<file path="config.mk">
export PLATFORM = sky130hd
export DESIGN_NAME = data_pointer_address_unit
export DESIGN_NICKNAME = d
export VERILOG_FILES = /design/src/dptr_pkg.sv /design/src/data_pointer_address_unit.sv
export VERILOG_INCLUDE_DIRS = /design/src /design/src/src
export SDC_FILE = /design/constraint.sdc
export NUM_CORES = 1
export LEC_CHECK = 0
export BUFFER_PORTS_ARGS = -buffer_cell sky130_fd_sc_hd__buf_4
export CAP_MARGIN = 20
export CORE_UTILIZATION = 60
export DETAILED_ROUTE_END_ITERATION = 10
export PLACE_DENSITY = 0.75
export SETUP_SLACK_MARGIN = 0.15
export SLEW_MARGIN = 20
export SYNTH_ARGS = -nofsm -noshare
export SYNTH_HDL_FRONTEND = slang
export SYNTH_SLANG_ARGS = --single-unit
</file>
<file path="constraint.sdc">
create_clock -name clk -period 4.3 [get_ports clk]
set_clock_uncertainty 0.1 [all_clocks]
set_input_delay 0.215 -clock clk [delete_from_list [all_inputs] [get_ports clk]]
set_output_delay 0.215 -clock clk [all_outputs]
set_load 0.03 [all_outputs]
</file>
<file path="src/dptr_cfg.svh">
// Constants of the data pointer address unit: selectors, codes, fields.
// Assumes the decode stage and this unit share one clock and reset.
`ifndef DPTR_CFG_SVH
`define DPTR_CFG_SVH

// Register space decode
`define PTR_MODULE    4'h3
`define IDX_DP0       4'h0
`define IDX_DP1       4'h1
`define IDX_FBASE     4'h2
`define IDX_FDISP     4'h3
`define IDX_CTRL      4'h4
`define DISCARD_MOD   4'h6
`define DISCARD_IDX   4'h7

// Source pointer select codes
`define SEL_DP0       2'h0
`define SEL_DP1       2'h1
`define SEL_FRAME     2'h2
`define SEL_RSVD      2'h3

// Pointer control register fields
`define SDPS_LSB      0
`define SDPS_MSB      1
`define WS_LSB        2
`define WS_MSB        4
`define WS_FRAME      2

// Reset values, then the one and zero constants
`define PTR_RST       17'h00000
`define DISP_RST      9'h000
`define WS_RST        3'h0
`define SEL_RST       2'h0
`define ONE16         16'h0001
`define ONE8          8'h01
`define ZERO8         8'h00
`define ZERO11        11'h000

`endif

</file>
<file path="src/dptr_pkg.sv">
// Types shared by the data pointer address unit.
// Assumes nothing beyond the constant header.
package dptr_pkg;

  // Adjustment request carried by a memory transfer
  typedef enum logic [1:0] {
    ADJ_NONE = 2'h0,
    ADJ_INC  = 2'h1,
    ADJ_DEC  = 2'h2
  } adj_e;

  typedef logic [16:0] ptr_t;
  typedef logic [8:0]  disp_t;
  typedef logic [15:0] view_t;

endpackage

</file>
<file path="src/data_pointer_address_unit.sv">
// Data pointer address unit: two data pointers and a frame pointer.
// Assumes decode and memory port run on clk; one transfer per cycle.
`timescale 1ns/1ns
`include "dptr_cfg.svh"

module data_pointer_address_unit
  import dptr_pkg::*;
#(
  parameter int NDP = 2
)
(
  input  wire logic        clk,
  input  wire logic        nrst,
  input  wire logic        reg_wr,
  input  wire logic        reg_rd,
  input  wire logic [3:0]  reg_module,
  input  wire logic [3:0]  reg_index,
  input  wire logic [15:0] reg_wdata,
  input  wire logic        acc_valid,
  input  wire logic        acc_write,
  input  wire logic [1:0]  acc_ptr,
  input  wire adj_e        acc_adj,
  input  wire logic        fetch_overlap,
  output logic [15:0]      rd_data_q,
  output logic             mem_valid_q,
  output logic             mem_write_q,
  output logic             mem_word_q,
  output logic [15:0]      mem_addr_q,
  output logic [1:0]       src_sel_q,
  output logic             src_active_q,
  output logic [2:0]       word_sel_q
);

  // Window helpers: one place decides which bits a mode sees
  function automatic view_t view17(input ptr_t p, input logic ws);
    view17 = ws ? p[16:1] : p[15:0];
  endfunction

  function automatic ptr_t put17(input ptr_t p, input view_t v,
                                 input logic ws);
    put17 = ws ? {v, p[0]} : {p[16], v};
  endfunction

  function automatic logic [7:0] view9(input disp_t d, input logic ws);
    view9 = ws ? d[8:1] : d[7:0];
  endfunction

  function automatic disp_t put9(input disp_t d, input logic [7:0] v,
                                 input logic ws);
    put9 = ws ? {v, d[0]} : {d[8], v};
  endfunction

  // Reset release through two flops
  logic rst_s1_q;
  logic rst_n_q;

  always_ff @(posedge clk or negedge nrst) begin
    if (!nrst) begin
      rst_s1_q <= 1'b0;
      rst_n_q  <= 1'b0;
    end else begin
      rst_s1_q <= 1'b1;
      rst_n_q  <= rst_s1_q;
    end
  end

  // Pointer storage
  ptr_t        dp_q [NDP];
  ptr_t        fbase_q;
  disp_t       fdisp_q;
  ptr_t        dp_d [NDP];
  ptr_t        fbase_d;
  disp_t       fdisp_d;
  logic [1:0]  sel_d;
  logic        act_d;
  logic [2:0]  ws_d;
  logic [15:0] rdat_d;

  // Register space decode
  wire hit_ptr  = reg_module == `PTR_MODULE;
  wire wr_fbase = reg_wr && hit_ptr && reg_index == `IDX_FBASE;
  wire wr_fdisp = reg_wr && hit_ptr && reg_index == `IDX_FDISP;
  wire wr_ctrl  = reg_wr && hit_ptr && reg_index == `IDX_CTRL;
  // Discard sink decodes but owns no storage, so it changes nothing
  wire wr_null  = reg_wr && reg_module == `DISCARD_MOD
                         && reg_index == `DISCARD_IDX;

  // Transfer decode; the reserved select code never touches a pointer
  wire acc_ok   = acc_valid && acc_ptr != `SEL_RSVD;
  wire do_adj   = acc_ok && acc_adj != ADJ_NONE;
  wire mem_wr   = acc_ok && acc_write;
  wire fr_adj   = do_adj && acc_ptr == `SEL_FRAME;

  // Frame pointer views; adjustment only ever lands in the displacement
  wire         ws_fr   = word_sel_q[`WS_FRAME];
  wire view_t  fb_view = view17(fbase_q, ws_fr);
  wire [7:0]   fd_view = view9(fdisp_q, ws_fr);
  wire [7:0]   fd_adj  = (acc_adj == ADJ_DEC) ? fd_view - `ONE8
                                              : fd_view + `ONE8;
  wire view_t  fr_cur  = fb_view + {`ZERO8, fd_view};
  wire view_t  fr_pre  = fb_view + {`ZERO8, fd_adj};

  // Per pointer: current address, adjusted address, write decode
  view_t addr_cur [4];
  view_t addr_pre [4];
  logic  wr_dp    [NDP];

  genvar g;
  generate
    for (g = 0; g < NDP; g++) begin : g_dp
      wire view_t cur = view17(dp_q[g], word_sel_q[g]);
      // Wrap stays inside the 16-bit window of the active mode
      wire view_t stp = (acc_adj == ADJ_DEC) ? cur - `ONE16
                                             : cur + `ONE16;
      wire hit = do_adj && acc_ptr == 2'(g);
      assign wr_dp[g]    = reg_wr && hit_ptr && reg_index == 4'(g);
      assign addr_cur[g] = cur;
      assign addr_pre[g] = hit ? stp : cur;
      // Register write has priority; the issuer never does both at once
      assign dp_d[g] = wr_dp[g] ? put17(dp_q[g], reg_wdata,
                                        word_sel_q[g])
                     : hit      ? put17(dp_q[g], stp,
                                        word_sel_q[g])
                     : dp_q[g];

      always_ff @(posedge clk or negedge rst_n_q) begin
        if (!rst_n_q) begin
          dp_q[g] <= `PTR_RST;
        end else begin
          dp_q[g] <= dp_d[g];
        end
      end
    end
  endgenerate

  assign addr_cur[`SEL_FRAME] = fr_cur;
  assign addr_pre[`SEL_FRAME] = fr_adj ? fr_pre : fr_cur;
  assign addr_cur[`SEL_RSVD]  = fr_cur;
  assign addr_pre[`SEL_RSVD]  = fr_cur;

  // Frame base only moves on a register write
  assign fbase_d = wr_fbase ? put17(fbase_q, reg_wdata, ws_fr)
                            : fbase_q;
  assign fdisp_d = wr_fdisp ? put9(fdisp_q, reg_wdata[7:0], ws_fr)
                 : fr_adj   ? put9(fdisp_q, fd_adj, ws_fr)
                 : fdisp_q;

  // Width-select only changes the view, never the stored bits
  assign ws_d = wr_ctrl ? reg_wdata[`WS_MSB:`WS_LSB] : word_sel_q;

  // Source select: control write, then register write, then memory write
  wire ptr_reg_wr = wr_dp[0] || wr_dp[1] || wr_fbase || wr_fdisp;
  wire [1:0] reg_sel = wr_dp[0] ? `SEL_DP0
                     : wr_dp[1] ? `SEL_DP1
                     : `SEL_FRAME;
  assign sel_d = wr_ctrl    ? reg_wdata[`SDPS_MSB:`SDPS_LSB]
               : ptr_reg_wr ? reg_sel
               : mem_wr     ? acc_ptr
               : src_sel_q;
  // A fresh selection in the same cycle outranks the code fetch drop
  wire sel_set = wr_ctrl || ptr_reg_wr || mem_wr;
  assign act_d = sel_set ? 1'b1
               : fetch_overlap ? 1'b0
               : src_active_q;

  // Writes use the pre-adjusted address; reads use the active source
  wire view_t rd_addr = addr_cur[src_sel_q];
  wire view_t wr_addr = addr_pre[acc_ptr];
  wire        wr_word = (acc_ptr == `SEL_FRAME) ? ws_fr
                                                : word_sel_q[acc_ptr[0]];
  wire        rd_word = (src_sel_q == `SEL_FRAME) ? ws_fr
                                                  : word_sel_q[src_sel_q[0]];
  wire        rd_go   = acc_valid && !acc_write && src_active_q
                        && src_sel_q != `SEL_RSVD;

  // Register read mux; reads see each pointer through its window
  always_comb begin
    rdat_d = 16'h0000;
    if (reg_rd && hit_ptr) begin
      case (reg_index)
        `IDX_DP0:   rdat_d = addr_cur[0];
        `IDX_DP1:   rdat_d = addr_cur[1];
        `IDX_FBASE: rdat_d = fb_view;
        `IDX_FDISP: rdat_d = {`ZERO8, fd_view};
        `IDX_CTRL:  rdat_d = {`ZERO11, word_sel_q, src_sel_q};
        default:    rdat_d = 16'h0000;
      endcase
    end
  end

  // Frame registers and control state
  always_ff @(posedge clk or negedge rst_n_q) begin
    if (!rst_n_q) begin
      fbase_q      <= `PTR_RST;
      fdisp_q      <= `DISP_RST;
      word_sel_q   <= `WS_RST;
      src_sel_q    <= `SEL_RST;
      src_active_q <= 1'b0;
    end else begin
      fbase_q      <= fbase_d;
      fdisp_q      <= fdisp_d;
      word_sel_q   <= ws_d;
      src_sel_q    <= sel_d;
      src_active_q <= act_d;
    end
  end

  // Memory port and read data, registered so outputs come from flops
  always_ff @(posedge clk or negedge rst_n_q) begin
    if (!rst_n_q) begin
      mem_valid_q <= 1'b0;
      mem_write_q <= 1'b0;
      mem_word_q  <= 1'b0;
      mem_addr_q  <= 16'h0000;
      rd_data_q   <= 16'h0000;
    end else begin
      mem_valid_q <= mem_wr || rd_go;
      mem_write_q <= mem_wr;
      mem_word_q  <= mem_wr ? wr_word : rd_word;
      mem_addr_q  <= mem_wr ? wr_addr : rd_addr;
      rd_data_q   <= rdat_d;
    end
  end
endmodule

</file>
==> flow_summary.json <==
{
  "hold_path_class": "in -> async",
  "clock-root-buffer": "clkbuf_16",
  "utilization_pct": 67.7,
  "grt_overflow": 0,
  "grt_pass1_wl_um": 57200,
  "intPower_mw": 3.17,
  "power.share.clock_pct": 13.3,
  "numCtsBuffers": 9,
  "status": "finished clean",
  "vias": 11128,
  "dpl.hpwl_um": 28300,
  "grt_pass1_vias": 9873,
  "required_ns": 4.45,
  "pwr-share-comb_pct": 63.1,
  "htreeDepth": 3,
  "r2r-end": "mem_addr_q[9]",
  "diodes": 0,
  "finalMaxSlewViolations": 0,
  "final_antenna_net_count": 0,
  "crit_chain": "mux2_4 > ha_1 > a31o_2 > o31ai_2 > a21oi_1 > xor2_1 > ha_1 > nor4_2 > o21ai_1 > a31oi_2 > nor2_1 > a22oi_1 > xor2_1 > a221oi_1 > a21oi_1",
  "io_pins": 76,
  "area_growth_pct": 10.4,
  "path_buf_inv": 0,
  "power.switching_mw": 3.27,
  "dpl-instance-area_um2": 11300,
  "layout_commonest_cell": "nand2_1",
  "ys_ff_latch": 103,
  "ir_drop_mv": 0.387,
  "final_cell_mix": "nand2_1, nor2_1, o21ai_0",
  "cp_top_family": "compound AO/OA/AOI/OAI gates",
  "finalSetupViolCount": 0,
  "drive_gt1_share_pct": 16.0,
  "routed_wl_um": 37700,
  "r2r_setup_slack_ns": 0.23,
  "rr_worst_depth": 15,
  "gr-usage-all-layers_pct": 41.5,
  "cp_data_arrival_time_ns": 4.22,
  "drt_iter0_drc": 1328,
  "firstDrtPassIters": 7,
  "drc": 0,
  "critical_path.max_stage_delay_ns": 0.47,
  "clk_path_buf_depth": 2,
  "finalNetCount": 1451,
  "worst_pin_slew_ns": 1.05,
  "vias_per_cell": 6.90,
  "fin_setup_tns_ns": 0,
  "die_width_um": 135,
  "hold_viol": 0,
  "core_area_um2": 17200,
  "swShare_pct": 50.8,
  "place.gp.congestion": 1.02,
  "powerDensity_nw_per_um2": 552,
  "rsz0062_at_grt": "false",
  "die_y_um": 135,
  "initial_core_util_pct": 61.3,
  "ys_async_sr_fraction_pct": 100,
  "max_freq_ghz": 0.245,
  "path_clk_slew_ns": 0.08,
  "p_leak_nw": 5.12,
  "synth_edf_count": 0,
  "synth_top_flop_cell": "dfrtp_1",
  "timing.rr.start": "word_sel_q[2]",
  "synth_cell_types": 97,
  "path_class": "reg -> reg",
  "die-area_um2": 18200,
  "clk_latency_ns": 0.37,
  "maxCapViolCount": 0,
  "pwr-share-seq_pct": 23.6,
  "syn_inst": 1351,
  "cp_max_fo": 7,
  "endpoint_kind": "register",
  "period_needed_ns": 4.07,
  "finalPower_mw": 6.44,
  "relSlewSlack_pct": 29.8,
  "worstSetupStartpointType": "register",
  "synth_nets": 1420,
  "grt_max_degree": 52,
  "clock_sinks": 103,
  "ys_warn_count": 0,
  "yosysSeqAreaShare_pct": 24.4,
  "port_buffers": 75,
  "syn_avg_cell_area_um2": 7.83,
  "slowest_stage": "dfrtp_2",
  "design_area_um2": 11700,
  "tritoncts": "built",
  "fin_crit_sh_pct": 94.8,
  "netlist_area_um2": 10600,
  "placementRows": 48,
  "wl_per_cell_um": 23.4,
  "antenna_found_initial": 0
}
-- sequential cells by signal, summed over array words and instances, names as in the netlist, 2 cells and up --
register    cells
src_sel_q       2
fdisp_q         9
fbase_q        17
dp_q           34
mem_addr_q     16
rd_data_q      16
word_sel_q      3
-- cells by family after synthesis --
| family | count (synthesis) | share of synthesized area (%) |
|---|---|---|
| adders and majority gates | 34 | 4.31 |
| buffers and inverters | 130 | 5.37 |
| AOI/OAI and AO/OA | 471 | 29.3 |
| xor gates and xnor gates | 71 | 5.88 |
| other | 1 | 0.0355 |
| muxes | 122 | 12.5 |
| DFF | 103 | 24.4 |
| and+or+nand+nor | 419 | 18.2 |
-- area by class of cell --
cell class              count  area (µm²)
fillers                  1509        5560
flip-flops and latches    103        2580
clock buffers               9         225
well taps                 225         282
multi-input cells        1118        7500
inverters                  32         120
repair buffers            118         897
clock inverters             7        70.1
-- worst max path at each step --
stage	end	depth (start not counted)	slack (ns)	start
2_1_floorplan	mem_addr_q[9]	18	0.17	word_sel_q[2]
3_3_place_gp	mem_addr_q[9]	15	0.30	word_sel_q[2]
3_5_place_dp	mem_addr_q[9]	15	0.21	word_sel_q[2]
4_1_cts	mem_addr_q[9]	15	0.19	word_sel_q[2]
5_1_grt	mem_addr_q[9]	15	0.14	word_sel_q[2]
6_report	mem_addr_q[9]	15	0.23	word_sel_q[2]
-- per-stage QoR --
| stage | std cells | hold slack [ns] | setup slack, ns |
|---|---|---|---|
| after floorplan | 1351 | -0.181 | 0.171 |
| after global placement | 1592 | -0.102 | 0.297 |
| after detailed placement | 1592 | -0.102 | 0.211 |
| after CTS | 1611 | 0.0567 | 0.187 |
| after global routing | 1612 | 0.0659 | 0.143 |
| final | 1612 | 0.0650 | 0.226 |
-- metal layers --
metal | wire length (µm) | GRT usage [%]
met1 | 15800 | 59.8
met2 | 16300 | 62.7
met3 | 4420 | 7.70
met4 | 1190 | 12.8
met5 | 0 | 0
-- power groups by stage --
stage	Sequential [mW]	Clock, mW	Combinational (mW)
finish	1.52	0.857	4.06
global route	1.55	0.892	4.36
CTS	1.50	0.861	3.89
detailed placement	1.52	0	3.86
global placement	1.51	0	3.81
floorplan	1.53	0	2.73
-- synth_stat cells, drive strengths merged, types with 31 or more instances --
cell type | number | share of area, %
nand2 | 144 | 5.1
nor2 | 125 | 4.5
a21oi | 113 | 5.4
xnor2 | 46 | 3.8
dfrtp | 103 | 24
o21ai | 129 | 6.2
mux2 | 42 | 4.6
a211oi | 38 | 2.7
clkbuf | 60 | 2.1
mux2i | 78 | 7.5
inv | 31 | 1.1
buf | 38 | 2.1
nand3 | 34 | 1.6
-- repair_timing --
item / CTS / global route
hold buffers: 3 / 0
endpoints found under the setup margin: 0 / 7
gates resized for setup: 0 / 17
setup buffers: 0 / 1
hold endpoints to repair: 4 / 0
No activity file was read; power rests on OpenSTA's default activity.
